<file path="config.mk">
export PLATFORM = sky130hd
export DESIGN_NAME = ccs_supervisor
export DESIGN_NICKNAME = d
export VERILOG_FILES = /design/src/inc/ccs_pkg.sv /design/src/ccs_supervisor.sv
export SDC_FILE = /design/constraint.sdc
export NUM_CORES = 1
export LEC_CHECK = 0
export BUFFER_PORTS_ARGS = -buffer_cell sky130_fd_sc_hd__buf_2
export CORE_MARGIN = 1
export CORE_UTILIZATION = 25
export CTS_CLUSTER_DIAMETER = 50
export DETAILED_ROUTE_END_ITERATION = 8
export PLACE_DENSITY = 0.49
export SLEW_MARGIN = 20
export SYNTH_ARGS = -nofsm -noshare
export SYNTH_HDL_FRONTEND = slang
export SYNTH_SLANG_ARGS = --single-unit
</file>
<file path="constraint.sdc">
create_clock -name mclk -period 2.2 [get_ports mclk]
set_input_delay 0.11 -clock mclk [delete_from_list [all_inputs] [get_ports mclk]]
set_output_delay 0.11 -clock mclk [all_outputs]
set_load 0.03 [all_outputs]
</file>
<file path="src/inc/ccs_pkg.sv">
// What this block does
// - Below short-circuit threshold: short-circuit mode, reduced current.
// - Above short threshold: fast current, input limit default 100 mA.
// - Regulation voltage code spans 3.5 V to 4.44 V, set by the host.
// - In regulation, end at termination current above recharge threshold.
// - Termination enable at 0 means charge never ends on low current.
// - Restart: recharge drop, weak-cell POR, disable toggle or reset bit.
// - Start long safety timer at charge start; any host write stops it.
// - Stopping the long timer starts the short safety timer.
// - Host kick restarts the short timer; the kick bit self-clears.
// - Short timer expiry: stop, restore defaults, restart long timer, resume.
// - Long timer expiry: charger off, fault shown in charger condition field.
// - Timer fault cleared only by supply reset; status held until read.
// - Supply reset with good cell or short-timer mode keeps host settings.
// - Weak-cell supply reset in long-timer mode: defaults, charge enabled.
// - Fallback input limit: 100 mA with port select low, 500 mA high.
// - After reset termination off and regulation voltage 3.54 V.
// - Input limit is 100 mA or 500 mA, or disabled by the host.
// - Thermal trip: charge suspended, PWM off, timers frozen until cooled.
// - Sleep turns off reverse-blocking switch and PWM converter.
// - Poor source ends charge, waits retry delay, then charges again.
// - Input overvoltage: PWM off, fault status, pulse; resume on exit.
// - Low-side switch runs synchronously only above 100 mA.
// - Each fault gives one 128 us active indicator pulse, then open drain.
// - Charge-disable bit 0 allows charging, 1 inhibits it.
// - Parameter reset bit restores defaults and self-clears.
package ccs_pkg;
    // ========================================
    // Timing
    localparam int CLK_MHZ        = 50;
    localparam int TICK_S         = 1;
    localparam int TICK_CYC       = TICK_S * CLK_MHZ * 1000000;
    localparam int LONG_TIMER_MIN = 32;
    localparam int LONG_TICKS     = LONG_TIMER_MIN * 60 / TICK_S;
    localparam int SHORT_TIMER_S  = 32;
    localparam int SHORT_TICKS    = SHORT_TIMER_S / TICK_S;
    localparam int RETRY_DELAY_S  = 2;
    localparam int RETRY_TICKS    = RETRY_DELAY_S / TICK_S;
    localparam int PULSE_US       = 128;
    localparam int PULSE_CYC      = PULSE_US * CLK_MHZ;
    localparam int TMR_W          = 11;

    // ========================================
    // Charge parameters
    localparam int VREG_W       = 6;
    localparam int VREG_BASE_MV = 3500;
    localparam int VREG_STEP_MV = 20;
    localparam int VREG_MAX_MV  = 4440;
    localparam int VREG_DEF_MV  = 3540;
    localparam logic [VREG_W-1:0] VREG_MAX_CODE =
        VREG_W'((VREG_MAX_MV - VREG_BASE_MV) / VREG_STEP_MV);
    localparam logic [VREG_W-1:0] VREG_DEF_CODE =
        VREG_W'((VREG_DEF_MV - VREG_BASE_MV) / VREG_STEP_MV);
    localparam logic [2:0] ICHG_DEF    = 3'h0;
    localparam logic [2:0] TERMINATION_CURRENT_DEF   = 3'h1;
    localparam logic       TERM_EN_DEF = 1'b0;

    typedef enum logic [1:0] {ILIM_100, ILIM_500, ILIM_NONE} ccs_ilim_t;
    typedef enum logic [1:0] {
        COND_READY, COND_CHARGING, COND_DONE, COND_FAULT
    } ccs_cond_t;
    typedef enum logic [2:0] {
        FLT_NONE, FLT_THERMAL, FLT_SLEEP, FLT_POOR_SRC, FLT_IN_OVP, FLT_TIMER
    } ccs_fault_t;
    typedef enum logic [2:0] {
        ST_OFF, ST_SHORT, ST_FAST, ST_CV, ST_DONE, ST_RETRY, ST_TMR_FAULT
    } ccs_state_t;

    // Host-side control bits
    typedef struct packed {
        logic              charge_disable;
        logic              term_en;
        ccs_ilim_t         input_current_limit;
        logic [VREG_W-1:0] regulation_voltage;
        logic [2:0]        fast_current;
        logic [2:0]        termination_current;
        logic              en_stat;
    } ccs_ctrl_t;

    // Parameters handed to the analog loops
    typedef struct packed {
        ccs_ilim_t         input_current_limit;
        logic [VREG_W-1:0] regulation_voltage;
        logic [2:0]        fast_current;
        logic [2:0]        termination_current;
        logic              term_en;
    } ccs_param_t;

    // Comparator outputs, synchronous to mclk
    typedef struct packed {
        logic vbat_below_short;
        logic vbat_below_weak;
        logic vbat_above_rch;
        logic vbat_at_reg;
        logic ichg_at_term;
        logic die_trip;
        logic die_cooled;
        logic sleep;
        logic poor_src;
        logic in_ovp;
        logic ls_above_100ma;
    } ccs_sense_t;
endpackage : ccs_pkg

</file>
<file path="src/ccs_supervisor.sv">
`timescale 1ns/1ps
module ccs_supervisor
    import ccs_pkg::*;
#(
    parameter int TICK_CYCLES  = TICK_CYC,
    parameter int PULSE_CYCLES = PULSE_CYC
) (
    // Clock and reset
    input  wire logic       mclk,
    input  wire logic       resetn,
    // Host control bits and strobes
    input  wire ccs_ctrl_t  host_ctrl,
    input  wire logic       host_wr,
    input  wire logic       host_kick,
    input  wire logic       host_param_reset,
    input  wire logic       status_rd,
    output logic            kick_done,
    output logic            param_reset_done,
    // Analog comparators and supply events
    input  wire ccs_sense_t sense,
    input  wire logic       vbus_por,
    input  wire logic       port_select_pin,
    // Power stage
    output ccs_param_t      applied,
    output logic            pwm_en,
    output logic            rev_sw_en,
    output logic            lowside_sync,
    output logic            short_mode,
    // Status
    output ccs_cond_t       charger_condition_field,
    output ccs_fault_t      fault_code,
    output logic            timer_short_mode,
    output logic            stat_o,
    output logic            stat_oe
);
    localparam int TB_W = $clog2(TICK_CYCLES + 1);
    localparam int PW   = $clog2(PULSE_CYCLES + 1);

    // ========================================
    // Helpers
    function automatic ccs_state_t entry_phase(input ccs_sense_t s);
        entry_phase = s.vbat_below_short ? ST_SHORT : ST_FAST;
    endfunction : entry_phase

    function automatic logic [VREG_W-1:0] vreg_clamp(
        input logic [VREG_W-1:0] c);
        vreg_clamp = (c > VREG_MAX_CODE) ? VREG_MAX_CODE : c;
    endfunction : vreg_clamp

    ccs_state_t        state_r;
    ccs_state_t        state_nxt;
    logic [TB_W-1:0]   tb_cnt_r;
    logic [TMR_W-1:0]  tmr_cnt_r;
    logic [TMR_W-1:0]  retry_cnt_r;
    logic [PW-1:0]     pulse_cnt_r;
    logic              tmode_short_r;
    logic              therm_r;
    logic              dflt_r;
    logic              fallback_r;
    logic              tmr_fault_r;
    logic              held_r;
    logic              ce_prev_r;
    logic [3:0]        lvl_prev_r;
    logic              stat_oe_r;

    logic              suspend;
    logic              charging;
    logic              tick;
    logic              short_exp;
    logic              long_exp;
    logic              retry_done;
    logic              start;
    logic              por_start;
    logic [3:0]        lvl;
    logic              fault_ev;
    ccs_fault_t        ev_code;

    // Thermal and overvoltage win
    assign suspend  = therm_r | sense.die_trip |
                      sense.in_ovp;
    assign charging = (state_r == ST_SHORT) | (state_r == ST_FAST) |
                      (state_r == ST_CV);

    // ========================================
    // Timebase, frozen while too hot
    always_ff @(posedge mclk or negedge resetn) begin
        if (!resetn) begin
            tb_cnt_r <= '0;
        end else if (!therm_r) begin
            tb_cnt_r <= tick ? '0 : tb_cnt_r + 1'b1;
        end
    end
    assign tick = !therm_r && (tb_cnt_r == TB_W'(TICK_CYCLES - 1));

    always_ff @(posedge mclk or negedge resetn) begin
        if (!resetn) begin
            therm_r <= 1'b0;
        end else if (sense.die_trip) begin
            therm_r <= 1'b1;
        end else if (sense.die_cooled) begin
            therm_r <= 1'b0;
        end
    end

    // ========================================
    // Restart sources
    assign por_start  = vbus_por & sense.vbat_below_weak;
    assign retry_done = (state_r == ST_RETRY) & tick &
                        (retry_cnt_r == TMR_W'(RETRY_TICKS - 1));
    assign start = por_start | host_param_reset | short_exp | retry_done |
                   (ce_prev_r & !host_ctrl.charge_disable) |
                   ((state_r == ST_DONE) & !sense.vbat_above_rch);

    always_ff @(posedge mclk or negedge resetn) begin
        if (!resetn) begin
            ce_prev_r <= 1'b0;
        end else begin
            ce_prev_r <= host_ctrl.charge_disable;
        end
    end

    // ========================================
    // Safety timers: long until the host writes, then short
    assign short_exp = tmode_short_r & tick & charging & !suspend &
                       (tmr_cnt_r == TMR_W'(SHORT_TICKS - 1));
    assign long_exp  = !tmode_short_r & tick & charging & !suspend &
                       (tmr_cnt_r == TMR_W'(LONG_TICKS - 1));

    always_ff @(posedge mclk or negedge resetn) begin
        if (!resetn) begin
            tmode_short_r <= 1'b0;
            tmr_cnt_r     <= '0;
        end else if (start) begin
            tmode_short_r <= 1'b0;
            tmr_cnt_r     <= '0;
        end else if (host_wr && !tmode_short_r) begin
            tmode_short_r <= 1'b1;
            tmr_cnt_r     <= '0;
        end else if (host_kick && tmode_short_r) begin
            tmr_cnt_r <= '0;
        end else if (tick && charging && !suspend) begin
            tmr_cnt_r <= tmr_cnt_r + 1'b1;
        end
    end
    assign timer_short_mode = tmode_short_r;
    // Host-side bits clear on these strobes
    assign kick_done        = host_kick;
    assign param_reset_done = host_param_reset;

    always_ff @(posedge mclk or negedge resetn) begin
        if (!resetn) begin
            tmr_fault_r <= 1'b0;
        end else if (vbus_por) begin
            tmr_fault_r <= 1'b0;
        end else if (long_exp) begin
            tmr_fault_r <= 1'b1;
        end
    end

    // ========================================
    // Default parameters and boot fallback
    always_ff @(posedge mclk or negedge resetn) begin
        if (!resetn) begin
            dflt_r     <= 1'b1;
            fallback_r <= 1'b0;
        end else if (vbus_por && sense.vbat_below_weak && !tmode_short_r) begin
            dflt_r     <= 1'b1;
            fallback_r <= 1'b1;
        end else if (short_exp || host_param_reset) begin
            dflt_r <= 1'b1;
        end else if (host_wr) begin
            // A host write takes over from the defaults unless a fallback POR, short expiry or reset bit wins
            dflt_r     <= 1'b0;
            fallback_r <= 1'b0;
        end
    end

    always_ff @(posedge mclk or negedge resetn) begin
        if (!resetn) begin
            applied.input_current_limit <= ILIM_100;
            applied.regulation_voltage  <= VREG_DEF_CODE;
            applied.fast_current        <= ICHG_DEF;
            applied.termination_current <= TERMINATION_CURRENT_DEF;
            applied.term_en             <= TERM_EN_DEF;
        end else if (dflt_r) begin
            applied.input_current_limit <= (fallback_r && port_select_pin) ?
                                           ILIM_500 : ILIM_100;
            applied.regulation_voltage  <= VREG_DEF_CODE;
            applied.fast_current        <= ICHG_DEF;
            applied.termination_current <= TERMINATION_CURRENT_DEF;
            applied.term_en             <= TERM_EN_DEF;
        end else begin
            applied.input_current_limit <=
                host_ctrl.input_current_limit;
            applied.regulation_voltage  <=
                vreg_clamp(host_ctrl.regulation_voltage);
            applied.fast_current        <= host_ctrl.fast_current;
            applied.termination_current <= host_ctrl.termination_current;
            applied.term_en             <= host_ctrl.term_en;
        end
    end

    // ========================================
    // Charge phase sequencer
    always_comb begin
        state_nxt = state_r;
        if (tmr_fault_r) begin
            state_nxt = vbus_por ? entry_phase(sense) : ST_TMR_FAULT;
        end else if (long_exp) begin
            state_nxt = ST_TMR_FAULT;
        end else if (suspend) begin
            state_nxt = state_r;
        end else if (host_ctrl.charge_disable) begin
            state_nxt = ST_OFF;
        end else if (charging && sense.poor_src) begin
            state_nxt = ST_RETRY;
        end else if (start) begin
            state_nxt = entry_phase(sense);
        end else begin
            unique case (state_r)
                ST_SHORT: begin
                    if (!sense.vbat_below_short) state_nxt = ST_FAST;
                end
                ST_FAST: begin
                    if (sense.vbat_below_short) state_nxt = ST_SHORT;
                    else if (sense.vbat_at_reg) state_nxt = ST_CV;
                end
                ST_CV: begin
                    if (applied.term_en && sense.ichg_at_term &&
                        sense.vbat_above_rch) begin
                        state_nxt = ST_DONE;
                    end else if (!sense.vbat_at_reg) begin
                        state_nxt = ST_FAST;
                    end
                end
                ST_OFF, ST_DONE, ST_RETRY, ST_TMR_FAULT: begin
                    state_nxt = state_r;
                end
            endcase
        end
    end

    always_ff @(posedge mclk or negedge resetn) begin
        if (!resetn) begin
            state_r <= ST_SHORT;
        end else begin
            state_r <= state_nxt;
        end
    end

    always_ff @(posedge mclk or negedge resetn) begin
        if (!resetn) begin
            retry_cnt_r <= '0;
        end else if (state_r != ST_RETRY) begin
            retry_cnt_r <= '0;
        end else if (tick) begin
            retry_cnt_r <= retry_cnt_r + 1'b1;
        end
    end

    // ========================================
    // Power stage drive
    always_ff @(posedge mclk or negedge resetn) begin
        if (!resetn) begin
            pwm_en       <= 1'b0;
            short_mode   <= 1'b0;
            rev_sw_en    <= 1'b0;
            lowside_sync <= 1'b0;
        end else begin
            pwm_en       <= ((state_nxt == ST_FAST) || (state_nxt == ST_CV)) &&
                            !suspend && !sense.sleep;
            short_mode   <= (state_nxt == ST_SHORT) && !suspend &&
                            !sense.sleep;
            rev_sw_en    <= !sense.sleep;
            // Cut the low side early so current never flows back
            lowside_sync <= ((state_nxt == ST_FAST) || (state_nxt == ST_CV)) &&
                            !suspend && !sense.sleep &&
                            sense.ls_above_100ma;
        end
    end

    // ========================================
    // Fault status, held until the host reads it
    assign lvl = {therm_r, sense.in_ovp, charging & sense.poor_src,
                  sense.sleep};

    always_comb begin
        ev_code = FLT_NONE;
        if (lvl[3] && !lvl_prev_r[3]) ev_code = FLT_THERMAL;
        else if (lvl[2] && !lvl_prev_r[2]) ev_code = FLT_IN_OVP;
        else if (long_exp) ev_code = FLT_TIMER;
        else if (lvl[1] && !lvl_prev_r[1]) ev_code = FLT_POOR_SRC;
        else if (lvl[0] && !lvl_prev_r[0]) ev_code = FLT_SLEEP;
    end
    assign fault_ev = (ev_code != FLT_NONE);

    always_ff @(posedge mclk or negedge resetn) begin
        if (!resetn) begin
            lvl_prev_r <= '0;
        end else begin
            lvl_prev_r <= lvl;
        end
    end

    always_ff @(posedge mclk or negedge resetn) begin
        if (!resetn) begin
            fault_code <= FLT_NONE;
            held_r     <= 1'b0;
        end else if (fault_ev && (!held_r || status_rd)) begin
            fault_code <= ev_code;
            held_r     <= 1'b1;
        end else if (status_rd) begin
            fault_code <= tmr_fault_r ? FLT_TIMER : FLT_NONE;
            held_r     <= 1'b0;
        end
    end

    always_ff @(posedge mclk or negedge resetn) begin
        if (!resetn) begin
            charger_condition_field <= COND_READY;
        end else if (tmr_fault_r || (fault_code != FLT_NONE)) begin
            charger_condition_field <= COND_FAULT;
        end else if (charging) begin
            charger_condition_field <= COND_CHARGING;
        end else if (state_r == ST_DONE) begin
            charger_condition_field <= COND_DONE;
        end else begin
            charger_condition_field <= COND_READY;
        end
    end

    // ========================================
    // Indicator pin: low while charging, one pulse per fault
    always_ff @(posedge mclk or negedge resetn) begin
        if (!resetn) begin
            pulse_cnt_r <= '0;
        end else if (fault_ev) begin
            pulse_cnt_r <= PW'(PULSE_CYCLES);
        end else if (pulse_cnt_r != '0) begin
            pulse_cnt_r <= pulse_cnt_r - 1'b1;
        end
    end

    always_ff @(posedge mclk or negedge resetn) begin
        if (!resetn) begin
            stat_oe_r <= 1'b0;
        end else begin
            stat_oe_r <= fault_ev || (pulse_cnt_r > PW'(1)) ||
                         (charging && host_ctrl.en_stat);
        end
    end
    assign stat_oe = stat_oe_r;
    assign stat_o  = 1'b0;
endmodule : ccs_supervisor

</file>
---- Word-level counts from Yosys, hierarchy flattened ----
Index checks and enable logic that the tools add are counted.
storage, ports and cells
  word-level logic and storage cells ...... 173
  bits in registers ....................... 100
  input port bits ......................... 36
cells by class
  mux-type cells .......................... 50
  reductions and logical operators ........ 54
  $lt $le $gt $ge ......................... 2
  bitwise gates (word level) .............. 23
  equal/unequal tests ..................... 15
  add/sub/neg operators ................... 4
operators with widths
  kind                                                                               number
  11-bit two-way mux                                                                 6
  3-bit two-way mux                                                                  18
  26-bit by 1-bit adder with 26-bit output (second input constant)                   1
  26-bit == test (second input constant)                                             1
  13-bit two-way mux                                                                 2
  26-bit two-way mux                                                                 1
  11-bit by 1-bit adder with 11-bit output (second input constant)                   2
  1-bit logical AND                                                                  22
  15-bit two-way mux                                                                 1
  1-bit bitwise AND                                                                  14
  1-bit two-way mux                                                                  14
  2-bit nonzero test                                                                 7
  13-bit by 1-bit greater-than comparator with 1-bit output (second input constant)  1
  13-bit nonzero test                                                                1
  13-bit by 1-bit subtractor with 13-bit output (second input constant)              1
  3-bit by 2-bit == test with 1-bit output (second input constant)                   4
  2-bit two-way mux                                                                  6
  3-bit case mux with 4 select lines                                                 1
  11-bit by 1-bit == test with 1-bit output (second input constant)                  1
  11-bit == test (second input constant)                                             1
  11-bit by 5-bit == test with 1-bit output (second input constant)                  1
  1-bit logical NOT                                                                  11
  3-bit == test (second input constant)                                              3
  1-bit bitwise OR                                                                   9
  other kinds (11)                                                                   19

---- Logic depth before layout (Yosys ltp) ----
Gate-level depths: netlist of the first run.
  depth after elaboration ................. 21
  mapped depth ............................ 9
  mapped depth without buffers ............ 8

---- Least setup slack after synthesis of the first run ----
No wires, ideal clock.
  path kind ............................... register -> register
  start ................................... register tmode_short_r, in the netlist timer_short_mode
  end ..................................... register fault_code[2]
  clock period less this slack ............ 2.112 ns
  arrival ................................. 1.986 ns
  setup time .............................. 0.126 ns
  cell stages (with the launch flop) ...... 8
  buffers on the path ..................... 1
  required time ........................... 2.074 ns
  setup slack ............................. 0.088 ns
  path through ............................ dfrtp_1 > nand4b_1 > nor4_2 > nand4_4 > and4_4 > buf_6 > a22o_1 > a221o_1
on the way
  longest elaborated chain between the ends .. 11
  elaborated cells between the ends (all ways) .. 12
RTL lines
  item                                                     line                   source
  from (decl)                                              ccs_supervisor.sv:56   logic tmode_short_r;
  from (signal assigned)                                   ccs_supervisor.sv:131  tmode_short_r <= 1'b0;
  from (signal assigned)                                   ccs_supervisor.sv:134  tmode_short_r <= 1'b0;
  from (signal assigned)                                   ccs_supervisor.sv:137  tmode_short_r <= 1'b1;
  1-bit logical NOT (*)                                    ccs_supervisor.sv:126  assign long_exp = !tmode_short_r & tick & charging & !suspend &
  1-bit bitwise AND (*) (4 in series)                      ccs_supervisor.sv:126
  3-bit two-way mux (*)                                    ccs_supervisor.sv:291  else if (long_exp) ev_code = FLT_TIMER;
  3-bit two-way mux (*)                                    ccs_supervisor.sv:290  else if (lvl[2] && !lvl_prev_r[2]) ev_code = FLT_IN_OVP;
  3-bit two-way mux (*)                                    ccs_supervisor.sv:289  if (lvl[3] && !lvl_prev_r[3]) ev_code = FLT_THERMAL;
  3-bit nonzero test                                       ccs_supervisor.sv:295  assign fault_ev = (ev_code != FLT_NONE);
  1-bit logical AND                                        ccs_supervisor.sv:309  end else if (fault_ev && (!held_r || status_rd)) begin
  3-bit two-way mux or 2-bit nonzero test (tied branches)  -
  to (signal assigned)                                     ccs_supervisor.sv:310  fault_code <= ev_code;
  to (signal assigned)                                     ccs_supervisor.sv:313  fault_code <= tmr_fault_r ? FLT_TIMER : FLT_NONE;
  to (decl)                                                ccs_supervisor.sv:31   output ccs_fault_t fault_code,
Every way passes the cells marked *; elsewhere a longest branch is shown, timed or not.
A chain may end at the register's enable or synchronous reset.

---- Worst setup path in the final report of the first run ----
  start ................................... register retry_cnt_r[5]
  end ..................................... register tmr_cnt_r[4]
on the way
  longest elaborated chain between the ends .. 6
  elaborated cells between the ends (all ways) .. 7
RTL lines
  item                                                                line                   source
  from (decl)                                                         ccs_supervisor.sv:54   logic [TMR_W-1:0] retry_cnt_r;
  from (signal assigned)                                              ccs_supervisor.sv:257  retry_cnt_r <= retry_cnt_r + 1'b1;
  11-bit by 1-bit == test with 1-bit output (*)                       ccs_supervisor.sv:109  (retry_cnt_r == TMR_W'(RETRY_TICKS - 1));
  1-bit bitwise AND (*)                                               ccs_supervisor.sv:108  assign retry_done = (state_r == ST_RETRY) & tick &
  1-bit bitwise OR (*) (2 in series)                                  ccs_supervisor.sv:110  assign start = por_start | host_param_reset | short_exp | retry_done |
  1-bit bitwise OR (*)                                                ccs_supervisor.sv:111  (ce_prev_r & !host_ctrl.charge_disable) |
  4-bit nonzero test (no line) or 11-bit two-way mux (tied branches)  -
  to (signal assigned)                                                ccs_supervisor.sv:142  tmr_cnt_r <= tmr_cnt_r + 1'b1;
  to (decl)                                                           ccs_supervisor.sv:53   logic [TMR_W-1:0] tmr_cnt_r;
Marked as above.

==> results_dict.tcl, run 1 <==
set metrics [dict create \
    path_cells "or4_4 > nor4_4 > buf_4 > a211o_1 > and2_4 > o21bai_4 > clkbuf_16 > nor2_2" \
    setup_tns_ns 0 \
    viasPerCell 4.53 \
    grt_max_degree 46 \
    async_flop_share_pct 100 \
    critPathCaptureType "flop" \
    final_common_cell "dfrtp_1" \
    slew_violations 0 \
    grt_setup_unrepaired "yes" \
    groute.usage.overall_pct 11.9 \
    yosys_warnings 0 \
    via_count 4046 \
    cap_violations 0 \
    start_util_pct 25.6 \
    ys_ff_latch 100 \
    port_buffers 63 \
    avgSynthCellArea_sq_um 10.2 \
    ctsRootBufferMaster "clkbuf_16" \
    clkTransAtPathRegs_ns 0.07 \
    n_antenna_cell 0 \
    place.gp.congestion 0.841 \
    fin_nets 665 \
    power_density_nw_per_um2 722 \
    final-hold-violation-count 0 \
    p_leak_nw 2.98 \
    cts_sinks 100 \
    worst_ep_arrival_time_ns 2.37 \
    post-dp-hpwl_um 8290 \
    relSlewSlack_pct 58.5 \
    syn_area_sq_um 5020 \
    synth_edf_count 0 \
    drt_wl_total_um 11800 \
    worst_path_max_delay_cell "or4_4" \
    die_area_sq_um 20700 \
    fmax_ghz 0.469 \
    synth_cell_types 72 \
    ant_nets 0 \
    tritoncts "built" \
    max_stage_delay_ns 0.57 \
    fin_crit_ns 2.13 \
    fp.dieW_um 144 \
    ir_worst_vdd_uv 321 \
    fin_worst_skew_ns 0.0102 \
    final_cell_mix "dfrtp_1, buf_2, nor2_1" \
    cts_buffers 9 \
    synth_top_flop_cell "dfrtp_1" \
    std_cell_rows 51 \
    dr.pass1.iters 4 \
    cp-start-kind "flop" \
    clock_tree.buffer_depth 2 \
    hp-class "in2reg" \
    grt_pass1_wl_um 19200 \
    cp_max_fo 6 \
    synth_largest_area_cell "dfrtp_1" \
    grt_remaining_overflow 0 \
    wl_per_cell_um 13.3 \
    ys_top_cells_by_area "dfrtp_1, nor2_1, xor2_1, xnor2_1, nand2_1" \
    min_period_over_period_pct 96.8 \
    worstSetupPathType "reg2reg" \
    syn_to_final_growth_pct 32.0 \
    drc 0 \
    worst_pin_slew_ns 0.622 \
    antenna_found_initial 0 \
    dieHeight_um 144 \
    htree_num_levels 3 \
    fin_util_pct 33.8 \
    ios 65 \
    netlist_instances 492 \
    outcome "completed" \
    drt_iter0_markers 160 \
    setup_viol 0 \
    core-area_sq_um 19600 \
    crit_required_ns 2.44 \
    grt_pass1_vias 3963 \
    clk_latency_ns 0.35 \
    synth_nets 534 \
    synth_top_area_share_pct 47.8 \
    drive_above_1_share_pct 27.5 \
    seq_area_frac_synth_pct 49.9 \
]
[flip-flops by register name (all words and copies together), names as in the netlist, 3 cells and up]
register     cells
state_r          3
tmr_cnt_r       11
lvl_prev_r       4
retry_cnt_r     11
pulse_cnt_r     13
applied         15
tb_cnt_r        26
fault_code       3
[worst max-delay path, delay by kind of cell (launching register included)]
kind                   cells  cell delay [ns]
AO/OA/AOI/OAI              2             0.26
buffers and inverters      2             0.34
AND/OR/NAND/NOR            4             1.04
flip-flops                 1             0.38
[metrics by stage]
stage                     hold WS [ns]  worst slack (ns)  power (W)  cell area, sq um  cells
after global placement           0.161            0.0146    0.00319              5870    840
after CTS                      0.00204            0.0134    0.00479              6400    880
after global routing            0.0100           -0.0526    0.00507              6630    893
after detailed placement         0.167           -0.0112    0.00321              5870    840
after floorplan                 -0.186            0.0879    0.00289              5020    492
final                          0.00874            0.0699    0.00479              6630    893
[Yosys cell counts (6+ instances only)]
cell and n:
dfrtp_1 96, nor2_1 64, nand2_1 35, xor2_1 26, inv_1 22, xnor2_1 22
nand3_1 20, nand4_1 17, a21oi_1 14, o21ai_0 12, nor2b_1 11, and3_1 9
nor3_1 8, or3_1 8, clkbuf_1 7, ha_1 6, nor4_1 6
[report_power, final]
part / leakage (nW) / internal, W / switching, W
combinational: 1.54 / 0.000492 / 0.000587
clock: 0.129 / 0.000777 / 0.000725
sequential: 1.31 / 0.00202 / 0.000181
[per-layer routing]
layer	track usage, %	vias up	share of wire [%]
met1	14.6	1989	46
li1	-	1989	-
met2	20.1	58	49
met5	0	-	0
met3	3.73	10	3.5
met4	2.80	0	0.91
[logic make-up (layout without fill, tap and decap cells)]
| group | Yosys count | count (layout) | synth area share [%] |
|---|---|---|---|
| buffers and inverters | 40 | 176 | 3.89 |
| adders and majority gates | 6 | 6 | 1.49 |
| AOI/OAI and AO/OA | 65 | 65 | 9.02 |
| DFF | 100 | 100 | 49.9 |
| and+or+nand+nor | 231 | 231 | 27.0 |
| other | 1 | 1 | 0.0746 |
| xor gates and xnor gates | 48 | 48 | 8.37 |
| muxes | 1 | 1 | 0.199 |
[layout make-up]
| cell class | count | area (sq um) |
|---|---|---|
| Tap cell | 265 | 332 |
| Sequential cell | 100 | 2510 |
| Clock inverter | 6 | 50.0 |
| Fill cell | 1982 | 13000 |
| Inverter | 22 | 82.6 |
| Multi-Input combinational cell | 352 | 2450 |
| Clock buffer | 10 | 229 |
| Timing Repair Buffer | 138 | 982 |
[worst paths after layout]
| kind | from | end | slack (ns) | cells past startpoint |
|---|---|---|---|---|
| worst max-delay path | retry_cnt_r[5]$_DFFE_PN0P_ | tmr_cnt_r[4]$_DFFE_PN0P_ | 0.07 | 8 |
| worst min-delay path | host_ctrl[6] | applied[6]$_DFF_PN0_ | 0.009 | 2 |
| worst max register to register | retry_cnt_r[5]$_DFFE_PN0P_ | tmr_cnt_r[4]$_DFFE_PN0P_ | 0.07 | 8 |
| worst min register to register | pulse_cnt_r[12]$_DFFE_PN0P_ | pulse_cnt_r[12]$_DFFE_PN0P_ | 0.49 | 2 |
| max in group asynchronous | resetn | retry_cnt_r[5]$_DFFE_PN0P_ | 1.17 | 3 |
| min in group asynchronous | resetn | pulse_cnt_r[4]$_DFFE_PN0P_ | 0.31 | 2 |
[what timing repair did]
item	in CTS	in global routing
hold buffers	24	0
endpoints found under the setup margin	5	24
buffers inserted	0	12
gates cloned	0	1
pin swaps	0	18
hold endpoints to repair	65	0
resized for setup	2	32
No activity file was read; power rests on OpenSTA's default activity.
==> run 2: changes to the inputs <==
PLACE_DENSITY = not set   (was 0.49)
==> results_dict.tcl, run 2 (same netlist as run 1, synthesis figures left out) <==
set metrics [dict create \
    viasPerCell 4.45 \
    wl_per_cell_um 12.6 \
    p_leak_nw 2.94 \
    cp-start-kind "flop" \
    worst_ep_arrival_time_ns 2.41 \
    place.gp.congestion 0.790 \
    swShare_pct 29.9 \
    dr.pass1.iters 5 \
    tritoncts "built" \
    grt_pass1_vias 3885 \
    final_common_cell "dfrtp_1" \
    via_count 3932 \
    std_cell_rows 51 \
    p_comb_share_pct 21.4 \
    cts_buffers 9 \
    post-dp-hpwl_um 7830 \
    setup_tns_ns 0 \
    htree_num_levels 3 \
    port_buffers 63 \
    clkTransAtPathRegs_ns 0.07 \
    critPathCaptureType "flop" \
    groute.usage.overall_pct 11.3 \
    largest_register_ffs 26 \
    cap_violations 0 \
    p_sw_w 0.00145 \
    power_w 0.00485 \
    dieHeight_um 144 \
    reg.largest.list "tb_cnt_r (26), applied (15), pulse_cnt_r (13)" \
    min_from "status_rd" \
    worstSetupPathType "reg2reg" \
    n_antenna_cell 0 \
    drive_above_1_share_pct 25.4 \
    power_density_nw_per_um2 747 \
    path_cells "buf_6 > nand4b_4 > or3_4 > buf_6 > nor4_4 > nand4_1 > xor2_1 > nor2_1" \
    die_area_sq_um 20700 \
    hp-class "in2reg" \
    startpoint "therm_r$_DFFE_PN0P_" \
    max_stage_delay_ns 0.42 \
    grt_pass1_wl_um 18700 \
    drt_wl_total_um 11200 \
    cts_sinks 100 \
    place_ws_ns -0.00428 \
    ir_worst_vdd_uv 385 \
    ctsRootBufferMaster "clkbuf_16" \
    fp.dieW_um 144 \
    fmax_ghz 0.461 \
    grt_setup_unrepaired "yes" \
    place_area_sq_um 5880 \
    worst-path-buf-inv 2 \
    fin_nets 655 \
    clockPowerShare_pct 33.3 \
    intPower_w 0.00340 \
    stdcell_count 883 \
    grt_max_degree 64 \
    top_register "tb_cnt_r" \
    cp_max_fo 5 \
    fin_worst_skew_ns 0.0103 \
    core-area_sq_um 19600 \
    placed_cells 840 \
    slew_violations 0 \
    crit_family "simple AND/OR/NAND/NOR gates" \
    clock_tree.buffer_depth 2 \
    ios 65 \
    syn_to_final_growth_pct 29.3 \
    fin_area_sq_um 6500 \
    pwr-share-seq_pct 45.3 \
    fin_crit_ns 2.17 \
    min_period_over_period_pct 98.6 \
    final_cell_mix "dfrtp_1, nor2_1, buf_2" \
    outcome "completed" \
    grt_remaining_overflow 0 \
    drc 0 \
    reg2reg_from "therm_r$_DFFE_PN0P_" \
    path_common_cell "buf_6" \
    start_util_pct 25.6 \
    ant_nets 0 \
    final-hold-violation-count 0 \
    setup_slack_ns 0.0303 \
    antenna_found_initial 0 \
    nFillCells 2000 \
    setup_viol 0 \
    drt_iter0_markers 183 \
    worst_path_max_delay_cell "or3_4" \
    crit_required_ns 2.44 \
    clk_latency_ns 0.35 \
]
-- run 2: changes by cell type in the layout (fill, tap and decap cells not counted), sizes merged --
| cell | delta |
|---|---|
| dlygate4sd3 | -2 |
| buf | -7 |
| clkinvlp | -1 |
| clkinv | -1 |
| bufinv | +1 |
-- run 2: area by class of cell --
cell class / count / area, sq um / share of cell area [%]
flip-flops and latches: 100 / 2510 / 38.6
multi-input cells: 352 / 2370 / 36.4
repair buffers: 128 / 906 / 13.9
well taps: 265 / 332 / 5.10
clock buffers: 11 / 243 / 3.74
inverters: 22 / 82.6 / 1.27
clock inverters: 5 / 60.1 / 0.924
-- run 2: routing by layer --
metal  GRT usage [%]  vias to the layer above  wire (um)
met5               0                        -          0
met4            3.30                        0        136
met3            2.07                       12        331
met2            19.1                       73       5450
met1            14.7                     1888       5250
li1                -                     1959          -
-- run 2: final timing paths --
check	cells past startpoint	slack, ns	to
setup / recovery	8	0.03	retry_cnt_r[9]$_DFFE_PN0P_
hold / removal	2	0.01	held_r$_DFFE_PN0P_
setup reg to reg	8	0.03	retry_cnt_r[9]$_DFFE_PN0P_
hold reg to reg	2	0.49	pulse_cnt_r[12]$_DFFE_PN0P_
max in group asynchronous	3	1.22	dflt_r$_DFFE_PN1P_
min in group asynchronous	2	0.26	applied[9]$_DFF_PN0_
-- run 2: power by group through the flow --
stage,logic [W],clock network (W),registers (W)
after floorplan,0.000604,0,0.00228
after global placement,0.000981,0,0.00222
after detailed placement,0.000994,0,0.00223
after CTS,0.00103,0.00167,0.00219
after global routing,0.00115,0.00173,0.00223
final,0.00104,0.00162,0.00220
-- run 2: through the flow --
| step | utilization (%) | hold slack, ns |
|---|---|---|
| 6_report | 33.2 | 0.00970 |
| 5_1_grt | 33.2 | 0.0134 |
| 4_1_cts | 32.7 | 0.00282 |
| 3_5_place_dp | 30.0 | 0.112 |
| 3_3_place_gp | 30.0 | 0.119 |
| 2_1_floorplan | - | -0.186 |
-- run 2: timing repair --
| item | 4_1_cts | 5_1_grt |
|---|---|---|
| setup endpoints to repair | 5 | 25 |
| hold endpoints to repair | 55 | 0 |
| pin swaps | 1 | 10 |
| gates resized for setup | 2 | 12 |
| hold buffers | 22 | 0 |
| gates cloned | 0 | 0 |
| buffers inserted | 0 | 5 |
==> run 3: changes to the inputs <==
CORE_ASPECT_RATIO = 2   (was not set)
CORE_UTILIZATION = 35   (was 25)
SETUP_SLACK_MARGIN = 0.05   (was not set)
==> results_dict.tcl, run 3 (same netlist as run 1, synthesis figures left out) <==
set metrics [dict create \
    place.gp.congestion 0.858 \
    cp_max_fo 5 \
    start_util_pct 36.0 \
    cts_sinks 100 \
    final_cell_mix "dfrtp_1, buf_2, nor2_1" \
    ir_worst_vdd_uv 341 \
    fp.dieW_um 86.7 \
    setup_viol 0 \
    relSlewSlack_pct 57.8 \
    crit_family "simple AND/OR/NAND/NOR gates" \
    fin_nets 657 \
    fin_area_sq_um 6510 \
    p_leak_nw 2.98 \
    fin_worst_skew_ns 0.00915 \
    dieHeight_um 171 \
    final_common_cell "dfrtp_1" \
    grt_pass1_vias 4363 \
    htree_num_levels 3 \
    port_buffers 63 \
    place_ws_ns 0.0214 \
    antenna_found_initial 0 \
    path_cells "or4_4 > nor4_2 > buf_4 > a211o_1 > and2_4 > o21bai_4 > clkbuf_16 > nor2_2" \
    drt_iter0_markers 117 \
    cap_violations 0 \
    die_area_sq_um 14900 \
    fmax_ghz 0.476 \
    drc 0 \
    core-area_sq_um 14000 \
    worstSetupPathType "reg2reg" \
    outcome "completed" \
    viasPerCell 5.05 \
    n_antenna_cell 0 \
    crit_required_ns 2.43 \
    grt_remaining_overflow 0 \
    grt_setup_unrepaired "yes" \
    critPathCaptureType "flop" \
    clkTransAtPathRegs_ns 0.06 \
    reg.largest.list "tb_cnt_r (26), applied (15), pulse_cnt_r (13)" \
    power_density_nw_per_um2 781 \
    drive_above_1_share_pct 27.9 \
    ant_nets 0 \
    clk_latency_ns 0.35 \
    worst_pin_slew_ns 0.627 \
    setup_slack_ns 0.0995 \
    largest_register_ffs 26 \
    slew_violations 0 \
    cp-start-kind "flop" \
    worst_path_max_delay_cell "or4_4" \
    ctsRootBufferMaster "clkbuf_16" \
    via_count 4086 \
    cts_buffers 9 \
    worst-path-buf-inv 2 \
    nFillCells 1327 \
    clock_tree.buffer_depth 2 \
    worst_ep_arrival_time_ns 2.33 \
    placed_cells 766 \
    std_cell_rows 61 \
    syn_to_final_growth_pct 29.5 \
    tritoncts "built" \
    stdcell_count 809 \
    post-dp-hpwl_um 9060 \
    groute.usage.overall_pct 17.6 \
    grt_pass1_wl_um 20000 \
    dr.pass1.iters 4 \
    top_register "tb_cnt_r" \
    max_stage_delay_ns 0.54 \
    drt_wl_total_um 12200 \
    min_period_over_period_pct 95.5 \
    hp-class "in2reg" \
    final-hold-violation-count 0 \
    grt_max_degree 53 \
    wl_per_cell_um 15.1 \
    ios 65 \
    fin_crit_ns 2.10 \
    place_area_sq_um 5790 \
    setup_tns_ns 0 \
]
## run 3: changes by cell type in the layout (fill, tap and decap cells not counted), moves of 2 or more
cell	previous run	this run
buf_4	39	49
dlygate4sd3_1	22	16
nor2_1	64	58
nor2_2	0	4
buf_6	2	0
bufinv_16	1	3
ha_2	2	0
nor2_4	0	2
## run 3: final cells by class
| type | instances | area (sq um) | area share (%) |
|---|---|---|---|
| clock buffer | 12 | 246 | 3.79 |
| clock inverter | 4 | 97.6 | 1.50 |
| inverter | 22 | 82.6 | 1.27 |
| multi-input combinational | 352 | 2430 | 37.4 |
| sequential | 100 | 2510 | 38.6 |
| tap | 189 | 236 | 3.63 |
| timing repair buffer | 130 | 903 | 13.9 |
## run 3: final timing paths
check / slack [ns] / from / depth (start not counted) / end
worst max-delay path: 0.1 / retry_cnt_r[6]$_DFFE_PN0P_ / 8 / tmr_cnt_r[1]$_DFFE_PN0P_
worst min-delay path: 0.005 / host_ctrl[6] / 2 / applied[6]$_DFF_PN0_
worst max register to register: 0.1 / retry_cnt_r[6]$_DFFE_PN0P_ / 8 / tmr_cnt_r[1]$_DFFE_PN0P_
worst min register to register: 0.47 / pulse_cnt_r[12]$_DFFE_PN0P_ / 2 / pulse_cnt_r[12]$_DFFE_PN0P_
max in group asynchronous: 1.27 / resetn / 3 / state_r[0]$_DFF_PN1_
min in group asynchronous: 0.26 / resetn / 2 / timer_short_mode$_DFFE_PN0P_
## run 3: power by group
part | internal [W] | switching, W | leakage, nW
logic | 0.000468 | 0.000585 | 1.51
clock network | 0.00114 | 0.000673 | 0.163
registers | 0.00203 | 0.000189 | 1.31
total | 0.00364 | 0.00145 | 2.98
## run 3: worst register-to-register path, cell delays in order, from the launching register on
cell	delay, ns
dfrtp_1	0.38
or4_4	0.54
nor4_2	0.24
buf_4	0.15
a211o_1	0.12
and2_4	0.18
o21bai_4	0.15
clkbuf_16	0.19
nor2_2	0.04
## run 3: per-stage QoR
step	hold WS, ns	total power, W	utilization, %
after floorplan	-0.186	0.00289	-
after CTS	0.00130	0.00507	45.2
after detailed placement	0.107	0.00321	41.5
after global routing	0.00586	0.00535	46.6
final	0.00484	0.00508	46.6
after global placement	0.103	0.00318	41.5
## run 3: metal layers
layer  vias to the layer above  wire length [um]  track usage [%]
met5                         -                 0                0
met4                         0               524             10.0
met3                        32               271             3.50
met2                        74              6880             33.0
met1                      2025              4530             17.6
li1                       1955                 -                -
## run 3: repair_timing
item,CTS,global route
hold endpoints to repair,44,0
setup buffers,2,8
cloned,0,1
hold buffers,16,0
setup endpoints to repair,14,26
pin swaps,2,10
gates resized for setup,2,26
